File: src/design/pvcc_defines.svh
// Purpose: Named offsets, fields, reset values and counts for the oscillator calibration control block
// Assumes: Register indices are word indices; byte address is four times the index
// Notes:   Definitions only, no logic
`ifndef PVCC_DEFINES_SVH
`define PVCC_DEFINES_SVH

// Register indices (byte address = index * 4)
`define PVCC_IDX_CAL        12'h018
`define PVCC_IDX_SYNC       12'h019
`define PVCC_IDX_HOLD       12'h01d
`define PVCC_IDX_STAT       12'h1f0
`define PVCC_IDX_XFER       12'h232

// Address split
`define PVCC_AW             14
`define PVCC_IDX_HI         13
`define PVCC_IDX_LO         2

// Calibration control fields
`define PVCC_CAL_TRIG       0
`define PVCC_CAL_DIV        2:1
`define PVCC_CAL_RST        8'h06

// Counter alignment and path delay fields
`define PVCC_SYNC_MODE      7:6
`define PVCC_SYNC_REFDLY    5:3
`define PVCC_SYNC_FBDLY     2:0
`define PVCC_SYNC_RST       8'h00

// Holdover enables and transfer bit
`define PVCC_HOLD_EN        1:0
`define PVCC_HOLD_RST       8'h00
`define PVCC_XFER_BIT       0

// Alignment pin response codes
`define PVCC_MODE_ASYNC     2'h1
`define PVCC_MODE_SYNC      2'h2

// Calibration engine
`define PVCC_DIV_BASE       5'h02
`define PVCC_DIV16_SEL      2'h3
`define PVCC_DIV16          5'h10
`define PVCC_CAL_TICKS      8'h40

`endif

File: src/design/pvcc_pkg.sv
// Purpose: Shared types for the oscillator calibration control block
// Assumes: Constants live in pvcc_defines.svh
// Notes:   Nothing here is imported; users write pvcc_pkg::name
package pvcc_pkg;

    // APB request as presented on the bus
    typedef struct packed {
        logic [13:0] addr;   // Byte address
        logic        write;  // Direction
        logic [31:0] wdata;  // Write data
    } pvcc_apb_req_t;

    // Active alignment and delay settings
    typedef struct packed {
        logic [1:0] sync_mode;  // Alignment pin response
        logic [2:0] ref_dly;    // Reference path delay
        logic [2:0] fb_dly;     // Feedback path delay
    } pvcc_path_cfg_t;

    // Calibration sequencer states
    typedef enum logic [1:0] {
        PVCC_IDLE,
        PVCC_RUN,
        PVCC_DONE
    } pvcc_cal_state_t;

endpackage : pvcc_pkg

File: src/design/pvcc_cal_engine.sv
// Purpose: Calibration clock divider and calibration sequencer
// Assumes: clk is the divided reference clock; start is a one-cycle pulse
// Notes:   Divider choice is latched at start so a mid-run write cannot skew the run
`include "pvcc_defines.svh"
module pvcc_cal_engine (
    // Clock and reset
    input  wire logic       clk,
    input  wire logic       presetn,
    input  wire logic       ce,
    // Control
    input  wire logic       start,
    input  wire logic       abort,
    input  wire logic [1:0] div_sel,
    // Status
    output logic            busy,
    output logic            done,
    output logic            cal_tick
);

    // Divide ratio for a divider selection: 2, 4, 8 or 16
    function automatic logic [4:0] divisor(input logic [1:0] sel);
        divisor = `PVCC_DIV_BASE << sel;
    endfunction : divisor

    pvcc_pkg::pvcc_cal_state_t state_r, state_nxt;  // Sequencer state
    logic [3:0]                div_cnt_r, div_cnt_nxt;  // Reference cycles within one cal clock
    logic [7:0]                tick_cnt_r, tick_cnt_nxt; // Cal clocks spent
    logic [1:0]                div_lat_r, div_lat_nxt;  // Divider held for the run
    logic [4:0]                div_last;                // Divisor minus one
    logic                      tick;                    // One cal clock elapsed

    // Tick when the divider wraps
    always_comb begin
        div_last = divisor(div_lat_r) - 5'h01;
        tick     = (state_r == pvcc_pkg::PVCC_RUN) && (div_cnt_r == div_last[3:0]);
    end

    // Next state
    always_comb begin
        state_nxt    = state_r;
        div_cnt_nxt  = div_cnt_r;
        tick_cnt_nxt = tick_cnt_r;
        div_lat_nxt  = div_lat_r;
        if (abort) begin
            // Result discarded; back to idle
            state_nxt    = pvcc_pkg::PVCC_IDLE;
            div_cnt_nxt  = 4'h0;
            tick_cnt_nxt = 8'h00;
        end else begin
            case (state_r)
                pvcc_pkg::PVCC_IDLE, pvcc_pkg::PVCC_DONE: begin
                    // Only an edge pulse starts a run
                    if (start) begin
                        state_nxt    = pvcc_pkg::PVCC_RUN;
                        div_cnt_nxt  = 4'h0;
                        tick_cnt_nxt = 8'h00;
                        div_lat_nxt  = div_sel;
                    end
                end
                pvcc_pkg::PVCC_RUN: begin
                    // Count reference cycles, then cal clocks
                    div_cnt_nxt = tick ? 4'h0 : div_cnt_r + 4'h1;
                    if (tick) begin
                        tick_cnt_nxt = tick_cnt_r + 8'h01;
                        if (tick_cnt_r == `PVCC_CAL_TICKS - 8'h01) begin
                            state_nxt = pvcc_pkg::PVCC_DONE;
                        end
                    end
                end
                default: begin
                    state_nxt = pvcc_pkg::PVCC_IDLE;
                end
            endcase
        end
    end

    // State registers, frozen while ce is low
    always_ff @(posedge clk or negedge presetn) begin
        if (!presetn) begin
            state_r    <= pvcc_pkg::PVCC_IDLE;
            div_cnt_r  <= 4'h0;
            tick_cnt_r <= 8'h00;
            div_lat_r  <= `PVCC_DIV16_SEL;  // Reset divider is 16
        end else if (ce) begin
            state_r    <= state_nxt;
            div_cnt_r  <= div_cnt_nxt;
            tick_cnt_r <= tick_cnt_nxt;
            div_lat_r  <= div_lat_nxt;
        end
    end

    assign busy     = (state_r == pvcc_pkg::PVCC_RUN);
    assign done     = (state_r == pvcc_pkg::PVCC_DONE);
    assign cal_tick = tick;

    // Helper: enabled cycles since start or last tick
    logic [4:0] gap_r;
    always_ff @(posedge clk or negedge presetn) begin
        if (!presetn) begin
            gap_r <= 5'h00;
        end else if (ce) begin
            gap_r <= (start || tick) ? 5'h01 : gap_r + 5'h01;
        end
    end

    // Divide by 16 spacing of cal clocks
    a_div16_spacing: assert property (@(posedge clk) disable iff (!presetn)
        (ce && tick && div_lat_r == `PVCC_DIV16_SEL) |-> (gap_r == `PVCC_DIV16))
        else $error("Cal clock spacing is not 16 at divider 11");

    c_div16_run: cover property (@(posedge clk) disable iff (!presetn)
        (ce && tick && div_lat_r == `PVCC_DIV16_SEL));

endmodule : pvcc_cal_engine

File: src/design/pvcc_top.sv
// Purpose: Oscillator calibration control with buffered registers over APB
// Assumes: pclk is the divided reference clock at 250 MHz; align_pin_n comes from a pin
// Notes:   Writes land in buffer registers; the transfer bit copies them to the active set
// Notes on behaviour
// - Divider field 11 divides reference by 16
// - Calibration starts only on active trigger rising
// - Clearing active trigger discards calibration result
// - Mode field picks alignment pin counter reset
// - Delay fields drive reference and feedback paths
`include "pvcc_defines.svh"
module pvcc_top (
    // Clock, reset, enable
    input  wire logic        pclk,
    input  wire logic        presetn,
    input  wire logic        ce,
    // APB slave
    input  wire logic        psel,
    input  wire logic        penable,
    input  wire logic        pwrite,
    input  wire logic [13:0] paddr,
    input  wire logic [31:0] pwdata,
    output logic [31:0]      prdata,
    output logic             pready,
    output logic             pslverr,
    // Alignment pin, active low
    input  wire logic        align_pin_n,
    // Calibration status
    output logic             cal_clk_en,
    output logic             cal_busy,
    output logic             cal_done,
    // Counter resets and path settings
    output logic             ctr_reset_level,
    output logic             ctr_reset_pulse,
    output logic [2:0]       ref_path_delay,
    output logic [2:0]       fb_path_delay,
    output logic [1:0]       holdover_en
);

    // Register index hit at an aligned byte address
    function automatic logic reg_hit(input logic [13:0] addr, input logic [11:0] idx);
        reg_hit = (addr[`PVCC_IDX_HI:`PVCC_IDX_LO] == idx) && (addr[1:0] == 2'h0);
    endfunction : reg_hit

    pvcc_pkg::pvcc_apb_req_t req;  // Request as presented
    logic        setup;            // Setup phase
    logic        access;           // Access phase
    logic        mapped;           // Address is a register
    logic        wr_en;            // Write takes effect this edge
    logic        xfer;             // Buffer to active copy this edge
    logic        start;            // Rising edge of active trigger
    logic        abort;            // Active trigger low
    logic        eng_busy;         // Engine running
    logic        eng_done;         // Engine holds a result
    logic        eng_tick;         // Cal clock pulse

    logic [7:0]  cal_buf_r,  cal_buf_nxt;   // Calibration control buffer
    logic [7:0]  cal_act_r,  cal_act_nxt;   // Calibration control active
    logic [7:0]  sync_buf_r, sync_buf_nxt;  // Alignment and delay buffer
    logic [7:0]  hold_buf_r, hold_buf_nxt;  // Holdover buffer
    logic [7:0]  hold_act_r, hold_act_nxt;  // Holdover active
    pvcc_pkg::pvcc_path_cfg_t path_r, path_nxt;  // Active alignment and delays
    logic        trig_prev_r;               // Active trigger one cycle ago
    logic [31:0] prdata_r, prdata_nxt;      // Read data captured at setup

    // Bus decode; zero wait states
    always_comb begin
        req     = '{addr: paddr, write: pwrite, wdata: pwdata};
        setup   = psel && !penable;
        access  = psel && penable;
        mapped  = reg_hit(req.addr, `PVCC_IDX_CAL) || reg_hit(req.addr, `PVCC_IDX_SYNC)
               || reg_hit(req.addr, `PVCC_IDX_HOLD) || reg_hit(req.addr, `PVCC_IDX_STAT)
               || reg_hit(req.addr, `PVCC_IDX_XFER);
        wr_en   = ce && access && req.write && mapped;
        xfer    = wr_en && reg_hit(req.addr, `PVCC_IDX_XFER) && req.wdata[`PVCC_XFER_BIT];
    end

    assign pready  = 1'b1;
    assign pslverr = access && !mapped;

    // Register next values: buffer writes, transfer to active, read capture
    always_comb begin
        cal_buf_nxt  = cal_buf_r;
        sync_buf_nxt = sync_buf_r;
        hold_buf_nxt = hold_buf_r;
        cal_act_nxt  = cal_act_r;
        hold_act_nxt = hold_act_r;
        path_nxt     = path_r;
        prdata_nxt   = prdata_r;
        if (wr_en && reg_hit(req.addr, `PVCC_IDX_CAL)) begin
            cal_buf_nxt = req.wdata[7:0];
        end
        if (wr_en && reg_hit(req.addr, `PVCC_IDX_SYNC)) begin
            sync_buf_nxt = req.wdata[7:0];
        end
        if (wr_en && reg_hit(req.addr, `PVCC_IDX_HOLD)) begin
            hold_buf_nxt = req.wdata[7:0];
        end
        if (xfer) begin
            // Active set only changes here, so a trigger edge needs a transfer
            cal_act_nxt        = cal_buf_r;
            hold_act_nxt       = hold_buf_r;
            path_nxt.sync_mode = sync_buf_r[`PVCC_SYNC_MODE];
            path_nxt.ref_dly   = sync_buf_r[`PVCC_SYNC_REFDLY];
            path_nxt.fb_dly    = sync_buf_r[`PVCC_SYNC_FBDLY];
        end
        if (ce && setup) begin
            // Read data sampled in setup, held through access
            prdata_nxt = 32'h0000_0000;
            if (reg_hit(req.addr, `PVCC_IDX_CAL)) begin
                prdata_nxt[7:0] = cal_buf_r;
            end else if (reg_hit(req.addr, `PVCC_IDX_SYNC)) begin
                prdata_nxt[7:0] = sync_buf_r;
            end else if (reg_hit(req.addr, `PVCC_IDX_HOLD)) begin
                prdata_nxt[7:0] = hold_buf_r;
            end else if (reg_hit(req.addr, `PVCC_IDX_STAT)) begin
                // Busy, done, active trigger, holdover active during a run
                prdata_nxt[3:0] = {eng_busy && (hold_act_r[`PVCC_HOLD_EN] != 2'h0),
                                   cal_act_r[`PVCC_CAL_TRIG], eng_done, eng_busy};
            end
        end
    end

    // Register group, frozen while ce is low
    always_ff @(posedge pclk or negedge presetn) begin
        if (!presetn) begin
            cal_buf_r   <= `PVCC_CAL_RST;
            cal_act_r   <= `PVCC_CAL_RST;
            sync_buf_r  <= `PVCC_SYNC_RST;
            hold_buf_r  <= `PVCC_HOLD_RST;
            hold_act_r  <= `PVCC_HOLD_RST;
            path_r      <= '0;
            prdata_r    <= 32'h0000_0000;
            trig_prev_r <= 1'b0;
        end else if (ce) begin
            cal_buf_r   <= cal_buf_nxt;
            cal_act_r   <= cal_act_nxt;
            sync_buf_r  <= sync_buf_nxt;
            hold_buf_r  <= hold_buf_nxt;
            hold_act_r  <= hold_act_nxt;
            path_r      <= path_nxt;
            prdata_r    <= prdata_nxt;
            trig_prev_r <= cal_act_r[`PVCC_CAL_TRIG];
        end
    end

    // A held one never restarts; only the 0 to 1 step does
    assign start = ce && cal_act_r[`PVCC_CAL_TRIG] && !trig_prev_r;
    assign abort = !cal_act_r[`PVCC_CAL_TRIG];

    // Calibration divider and sequencer
    pvcc_cal_engine u_engine (
        .clk        (pclk),
        .presetn    (presetn),
        .ce         (ce),
        .start      (start),
        .abort      (abort),
        .div_sel    (cal_act_r[`PVCC_CAL_DIV]),
        .busy       (eng_busy),
        .done       (eng_done),
        .cal_tick   (eng_tick)
    );

    // Alignment pin synchroniser and counter reset decode
    logic sync_s1_r, sync_s2_r, sync_s3_r;  // Two-flop sync plus edge history
    logic lvl_nxt, pulse_nxt;               // Next counter reset outputs
    logic lvl_r, pulse_r;                   // Registered counter resets

    always_comb begin
        // Pin asserted is low; only the second stage and later are read
        lvl_nxt   = (path_r.sync_mode == `PVCC_MODE_ASYNC) && !sync_s2_r;
        pulse_nxt = (path_r.sync_mode == `PVCC_MODE_SYNC) && !sync_s2_r && sync_s3_r;
    end

    always_ff @(posedge pclk or negedge presetn) begin
        if (!presetn) begin
            sync_s1_r <= 1'b1;
            sync_s2_r <= 1'b1;
            sync_s3_r <= 1'b1;
            lvl_r     <= 1'b0;
            pulse_r   <= 1'b0;
        end else if (ce) begin
            sync_s1_r <= align_pin_n;
            sync_s2_r <= sync_s1_r;
            sync_s3_r <= sync_s2_r;
            lvl_r     <= lvl_nxt;
            pulse_r   <= pulse_nxt;
        end
    end

    // Outputs
    assign prdata          = prdata_r;
    assign cal_clk_en      = eng_tick;
    assign cal_busy        = eng_busy;
    assign cal_done        = eng_done;
    assign ctr_reset_level = lvl_r;
    assign ctr_reset_pulse = pulse_r && ce;
    assign ref_path_delay  = path_r.ref_dly;
    assign fb_path_delay   = path_r.fb_dly;
    assign holdover_en     = hold_act_r[`PVCC_HOLD_EN];

    // Rising active trigger starts the engine next cycle
    a_trig_edge_start: assert property (@(posedge pclk) disable iff (!presetn)
        (start && !abort) |=> (cal_busy || !ce))
        else $error("Trigger rising edge did not start calibration");

    // Trigger held high after a finished run does not restart it
    a_level_no_start: assert property (@(posedge pclk) disable iff (!presetn)
        (ce && cal_done && cal_act_r[`PVCC_CAL_TRIG] && trig_prev_r) |=> (!cal_busy || $past(xfer)))
        else $error("Held trigger restarted calibration");

    // Cleared active trigger discards result within one enabled cycle
    a_clear_discard: assert property (@(posedge pclk) disable iff (!presetn)
        (ce && abort) |=> (!cal_done && !cal_busy))
        else $error("Calibration result kept after trigger cleared");

    // Outside asynchronous mode the level counter reset stays low
    a_sync_ignore: assert property (@(posedge pclk) disable iff (!presetn)
        (ce && path_r.sync_mode != `PVCC_MODE_ASYNC && $past(path_r.sync_mode) != `PVCC_MODE_ASYNC)
        |-> !ctr_reset_level)
        else $error("Counter level reset outside asynchronous mode");

    // Synchronous mode pulse lasts one cycle only
    a_sync_pulse_one: assert property (@(posedge pclk) disable iff (!presetn)
        (ctr_reset_pulse && ce) |=> !ctr_reset_pulse)
        else $error("Synchronous counter reset wider than one cycle");

    // Transfer moves buffered delays to the path outputs
    a_delay_xfer: assert property (@(posedge pclk) disable iff (!presetn)
        xfer |=> (ref_path_delay == $past(sync_buf_r[`PVCC_SYNC_REFDLY])
              && fb_path_delay == $past(sync_buf_r[`PVCC_SYNC_FBDLY])))
        else $error("Path delays not taken from buffer on transfer");

    c_cal_complete: cover property (@(posedge pclk) disable iff (!presetn) $rose(cal_done));
    c_cal_abort: cover property (@(posedge pclk) disable iff (!presetn) cal_busy ##1 !cal_busy && abort);
    c_sync_pulse: cover property (@(posedge pclk) disable iff (!presetn) ctr_reset_pulse);
    c_async_hold: cover property (@(posedge pclk) disable iff (!presetn) ctr_reset_level [*3]);

endmodule : pvcc_top

File: config.mk
export PLATFORM = sky130hd
export DESIGN_NAME = pvcc_top
export DESIGN_NICKNAME = d
export VERILOG_FILES = /design/src/design/pvcc_pkg.sv /design/src/design/pvcc_cal_engine.sv /design/src/design/pvcc_top.sv
export VERILOG_INCLUDE_DIRS = /design/src /design/src/design
export SDC_FILE = /design/constraint.sdc
export NUM_CORES = 1
export LEC_CHECK = 0
export ABC_CLOCK_PERIOD_IN_PS = 3800
export BUFFER_PORTS_ARGS = -buffer_cell sky130_fd_sc_hd__buf_4
export CAP_MARGIN = 20
export CORE_ASPECT_RATIO = 0.75
export CORE_UTILIZATION = 40
export CTS_BUF_LIST = sky130_fd_sc_hd__clkbuf_8 sky130_fd_sc_hd__clkbuf_16
export DETAILED_ROUTE_END_ITERATION = 12
export GPL_ROUTABILITY_DRIVEN = 0
export SETUP_SLACK_MARGIN = 0.2
export SLEW_MARGIN = 30
export SYNTH_ARGS = -nofsm -noshare
export SYNTH_HDL_FRONTEND = slang
export SYNTH_SLANG_ARGS = --single-unit
File: constraint.sdc
create_clock -name pclk -period 3.8 [get_ports pclk]
set_clock_uncertainty 0.1 [all_clocks]
set_input_delay 0.38 -clock pclk [delete_from_list [all_inputs] [get_ports pclk]]
set_output_delay 0.38 -clock pclk [all_outputs]
set_load 0.01 [all_outputs]
After elaboration in Yosys (flattened, before gate mapping). Cells that the tools add are included.

Flip-flop bits (word level): 67. Input port bits: 53. Output and inout bits: 47. Word-level logic and storage cells: 102.

Add/sub/neg operators: 3. Equal/unequal tests: 15. Shift-type cells: 1. Muxes and demuxes: 18. Reductions and logical operators: 46.

Operator list (count): $mux W8 (5); $eq A12 B5 Y1 const B (3); $logic_and A1 B1 Y1 (25); $mux W4 (6); $pmux W8 S2 (1); $eq A12 B10 Y1 const B (1); $eq A12 B9 Y1 const B (1); $reduce_and A4 Y1 (3); $reduce_and A2 Y1 (5); $ne A3 B2 Y1 const B (3); $add A8 B1 Y8 const B (1); $eq A8 B6 Y1 const B (1); $mux W2 (4); $pmux W4 S2 (1); $add A4 B1 Y4 const B (1); $eq A2 B1 Y1 const B (2); $eq A2 B2 Y1 const B (2); $eq A4 B4 Y1 (1); $logic_not A1 Y1 (4); $logic_not A2 Y1 (2); $logic_or A1 B1 Y1 (4); $pmux W2 S2 (1); $shl A2 B2 Y4 const A (1); $sub A4 B1 Y4 const B (1); 4 further kinds (4).

Longest topological paths before layout.
Depth after elaboration: 10. Mapped depth: 8. Mapped depth without buffers: 6.

Cells and area by module. Synthesis repeated with hierarchy kept, for this count alone.

Cell total of the unflattened synthesis: 335. Area total of the unflattened synthesis: 3668.5 um^2.

By module, submodules not included: pvcc_top (instances 1, cells each 225, area an instance 2682.6 um^2, seq. area each 1285.0 um^2); pvcc_cal_engine (instances 1, cells each 110, area an instance 985.9 um^2, seq. area each 402.9 um^2).

Worst setup path after synthesis. No wires, ideal clock.

Path type: input to register. Start: input paddr[2]. End: register cal_act_r[0]. Library setup time: 0.125 ns. Data arrival time: 1.813 ns. Data required time: 3.575 ns. Slack: 1.762 ns. Stages on the path: 7. Buffers on the path: 3. Cells stage by stage: buf_2 > nor4b_1 > and3_1 > and3_1 > buf_2 > buf_4 > mux2_2.

Word-level cells in the longest chain between the ends: 10. Elaborated cells on any way between the ends: 18. Those cells by class: eq/ne: 5; reduce/logical: 13.

RTL lines: start, declared (RTL line pvcc_top.sv:20) `input wire logic [13:0] paddr,`; $eq A12 B5 Y1 (RTL line pvcc_top.sv:41) `` reg_hit = (addr[`PVCC_IDX_HI:`PVCC_IDX_LO] == idx) && (addr[1:0] == 2'h0); ``; $logic_and A1 B1 Y1 (RTL line pvcc_top.sv:41); $logic_or A1 B1 Y1 (4 in a row) (RTL line pvcc_top.sv:70) `` mapped = reg_hit(req.addr, `PVCC_IDX_CAL) || reg_hit(req.addr, `PVCC_IDX_SYNC) ``; $logic_and A1 B1 Y1 (RTL line pvcc_top.sv:73) `wr_en = ce && access && req.write && mapped;`; $logic_and A1 B1 Y1 (*) (2 in a row) (RTL line pvcc_top.sv:74) `` xfer = wr_en && reg_hit(req.addr, `PVCC_IDX_XFER) && req.wdata[`PVCC_XFER_BIT]; ``; $reduce_and A2 Y1 (no line) (*); end signal, assigned (RTL line pvcc_top.sv:127) `` cal_act_r <= `PVCC_CAL_RST; ``; end signal, assigned (RTL line pvcc_top.sv:136) `cal_act_r <= cal_act_nxt;`; end, declared (RTL line pvcc_top.sv:57) `logic [7:0] cal_act_r, cal_act_nxt;`.

Mark *: on every way between the ends. The rest lies on a longest branch, timed or not. A chain may end at the register's enable or synchronous reset.

Worst setup path after layout.
Start: input paddr[8]. End: register path_r[7] (netlist name).

Word-level cells in the longest chain between the ends: 10. Elaborated cells on any way between the ends: 18. Those cells by class: eq/ne: 5; reduce/logical: 13.

RTL lines: $eq A12 B5 Y1 (RTL line pvcc_top.sv:41); $logic_and A1 B1 Y1 (RTL line pvcc_top.sv:41); $logic_or A1 B1 Y1 (4 in a row) (RTL line pvcc_top.sv:70); $logic_and A1 B1 Y1 (RTL line pvcc_top.sv:73); $logic_and A1 B1 Y1 (*) (2 in a row) (RTL line pvcc_top.sv:74); $reduce_and A2 Y1 (no line) (*); end signal, assigned (RTL line pvcc_top.sv:140) `path_r <= path_nxt;`; end, declared (RTL line pvcc_top.sv:61) `pvcc_pkg::pvcc_path_cfg_t path_r, path_nxt;`.

Marks and branches as above.

==> out/metrics.cfg <==
[status]
status = completed

[cells_and_area]
fin_area_um2 = 4160
final_cells = 471
layout.nets = 413
layout-drive-gt1-share_pct = 37.5
fillCellCount = 782
antennaDiodeCount = 0
syn2layout_area_growth_pct = 18.3
final_core_util_pct = 48.9

[critical_path]
worstSetupStartpointType = input port
criticalPathCategory = input port to flop
cp.arrival_ns = 2.33
critPathMaxFanout = 13
crit_required_ns = 3.92
reg2reg_depth = 5
cp-end-kind = flop

[synthesis]
ys_ff_latch = 67
ys_seq_area_share_pct = 48.0
synth_edf_count = 0
async_flop_share_pct = 100
syn_inst = 313
synthDistinctLibCells = 52
ys_warn_count = 0
syn_area_um2 = 3510
yosys_most_used_dff = dfrtp_1
avgSynthCellArea_um2 = 11.2

[hold_path]
hold_path_class = input port to flop
holdPathStages = 2

[floorplan]
start_util_pct = 41.4
die_h_um = 83.2
die_x_um = 110
rows = 29
ioPinCount = 100
dieArea_um2 = 9170
core_um2 = 8490

[clock_network]
cts_tree = built
clk_latency_ns = 0.34
path_clk_slew_ns = 0.05
cts-root-buf = clkbuf_16
clock_sinks = 67
cts_max_level = 3
clockBufferDepth = 2
cts_buffers = 9
cts_resized = 0

[timing]
fin_crit_sh_pct = 58.2
worst_slack_ns = 1.59
tightest_slew_ns = 0.778
slew_headroom_pct = 47.8
setup_tns_ns = 0
finalSetupViolCount = 0
fmax_mhz = 452
rsz0062_at_grt = false
holdWs_ns = 0.182
finalCriticalPeriod_ns = 2.21
maxSlewViolCount = 0
hold_violations = 0

[placed_design]
dp_slack_ns = 1.26
placement.io_buffers = 50
place_inst = 453
post_dp_cell_area_um2 = 3820
dp_hpwl_um = 4890

[route]
drc = 0
routed.top_layer = met4
drt-total-wl_um = 7150
via_count = 2401
drt-vias-per-instance = 5.10
wire_per_inst_um = 15.2
drt-pass1-iter-count = 4
wl_met1_um = 3610
drtAntennaViolNets = 0
met3_length_um = 280
drt_iter0_markers = 88
wl_met2_um = 3180

[power]
total_power_mw = 1.67
p_per_area_nw_per_um2 = 401
comb_power_share_pct = 5.8
cellLeakagePower_nw = 1.90
swShare_pct = 23.4
p_switching_mw = 0.390
irDropWorstVdd_mv = 0.307
clockPowerShare_pct = 50.3
cell_internal_pwr_mw = 1.28
seq_power_share_pct = 43.8

[run]
maxCapViolCount = 0

[grt]
grt_pass1_wl_um = 11700
grt_remaining_overflow = 0
grt_pass1_vias = 2275
grt.total_usage_pct = 17.5
grt_antenna_before_repair = 0
grt_max_degree = 68

[area by class of cell]
class	count	area, um^2	area share [%]
Clock buffer	9	225	5.42
Multi-Input combinational cell	221	1590	38.4
Inverter	6	22.5	0.542
Sequential cell	67	1690	40.6
Timing Repair Buffer	53	413	9.94
Tap cell	108	135	3.25
Clock inverter	7	77.6	1.87
[sequential cells by signal (all words and copies together) (netlist names), 2 cells and up]
| name | flops |
|---|---|
| cal_act_r | 3 |
| cal_buf_r | 8 |
| fb_path_delay | 3 |
| hold_act_r | 2 |
| hold_buf_r | 8 |
| path_r | 2 |
| prdata | 8 |
| ref_path_delay | 3 |
| sync_buf_r | 8 |
| u_engine.div_cnt_r | 4 |
| u_engine.div_lat_r | 2 |
| u_engine.state_r | 2 |
| u_engine.tick_cnt_r | 8 |
[logic make-up after synthesis]
group | Yosys count | synth area share, %
multiplexers | 51 | 16.3
AO/OA/AOI/OAI | 58 | 10.8
adder cells (fa/ha/maj) | 2 | 0.712
flip-flops | 67 | 48.0
AND/OR/NAND/NOR | 85 | 15.0
other | 2 | 0.214
buffers and inverters | 48 | 9.05
[worst max-delay path, stage by stage]
cell and delay [ns]:
buf_4 0.11, nor3_1 0.36, nand3_4 0.20, nor2_1 0.17
and3_1 0.69, mux2_2 0.41
[cell usage in the layout, fill, tap and decap left out, types with 2 or more instances in the layout]
cell type and instances:
nand2_1 20, nand2b_1 3, a22oi_1 4, dfstp_2 9, o21ai_0 14, a211oi_1 4
nor4bb_1 2, nand3_1 8, nor2_1 10, mux2_2 49, a21oi_1 14, dfrtp_1 58
buf_4 51, nand4_1 4, clkbuf_16 9, and3_1 5, nor2b_1 5, nor4_4 2
inv_1 6, ha_1 2, nand3b_1 3, or2_2 2, a2bb2oi_1 3, clkinv_4 3
and2_1 3, o31ai_1 8, or4_1 2, or3_1 2, o31a_1 2, mux2i_1 2
nor3_1 5, conb_1 25
[timing repair]
item                      in CTS  in global routing
hold buffers                   0                  1
hold endpoints to repair       0                 25
buffers inserted               0                  0
[synth_stat cells (2+ instances only)]
master	instances	area, um^2
mux2i_1	2	20.0
a21oi_1	14	70.1
a22oi_1	4	30.0
nor2_1	10	37.5
ha_1	2	25.0
nand3b_1	3	22.5
nand2_1	20	75.1
buf_6	2	22.5
buf_4	32	240
nand3_1	8	40.0
o21ai_0	14	70.1
mux2_2	49	552
nor4bb_1	2	20.0
dfstp_2	9	236
dfrtp_1	58	1450
and3_1	5	31.3
clkbuf_1	5	18.8
o31ai_1	8	60.1
or3_1	2	12.5
nor4_4	2	42.5
a2bb2oi_1	3	26.3
and2_1	3	18.8
a211oi_1	4	30.0
nor3_1	5	25.0
buf_2	2	10.0
nand4_1	4	25.0
or4_1	2	15.0
nand2b_1	3	18.8
inv_1	6	22.5
conb_1	2	7.51
or2_2	2	12.5
nor2b_1	5	31.3
o31a_1	2	17.5
[worst paths after layout]
check,startpoint,end,slack (ns)
setup reg to reg,u_engine.state_r[0],u_engine.tick_cnt_r[4],1.63
setup / recovery,paddr[8],path_r[7],1.59
max in group asynchronous,presetn,sync_s2_r,2.58
hold reg to reg,prdata[0],prdata[0],0.38
min in group asynchronous,presetn,u_engine.div_cnt_r[3],0.42
hold / removal,align_pin_n,sync_s1_r,0.18
[routing by layer]
layer	vias up	global-route usage (%)
met3	8	5.49
met1	1161	25.2
li1	1174	-
met4	0	7.54
met5	-	0
met2	58	23.9
[power by group through the flow]
stage	registers, mW	clock network, mW	logic (mW)
finish	0.730	0.838	0.0974
detailed placement	0.742	0	0.0953
global placement	0.742	0	0.0942
global route	0.730	0.893	0.109
CTS	0.730	0.863	0.0953
floorplan	0.742	0	0.0598
No activity file was read; power rests on OpenSTA's default activity.
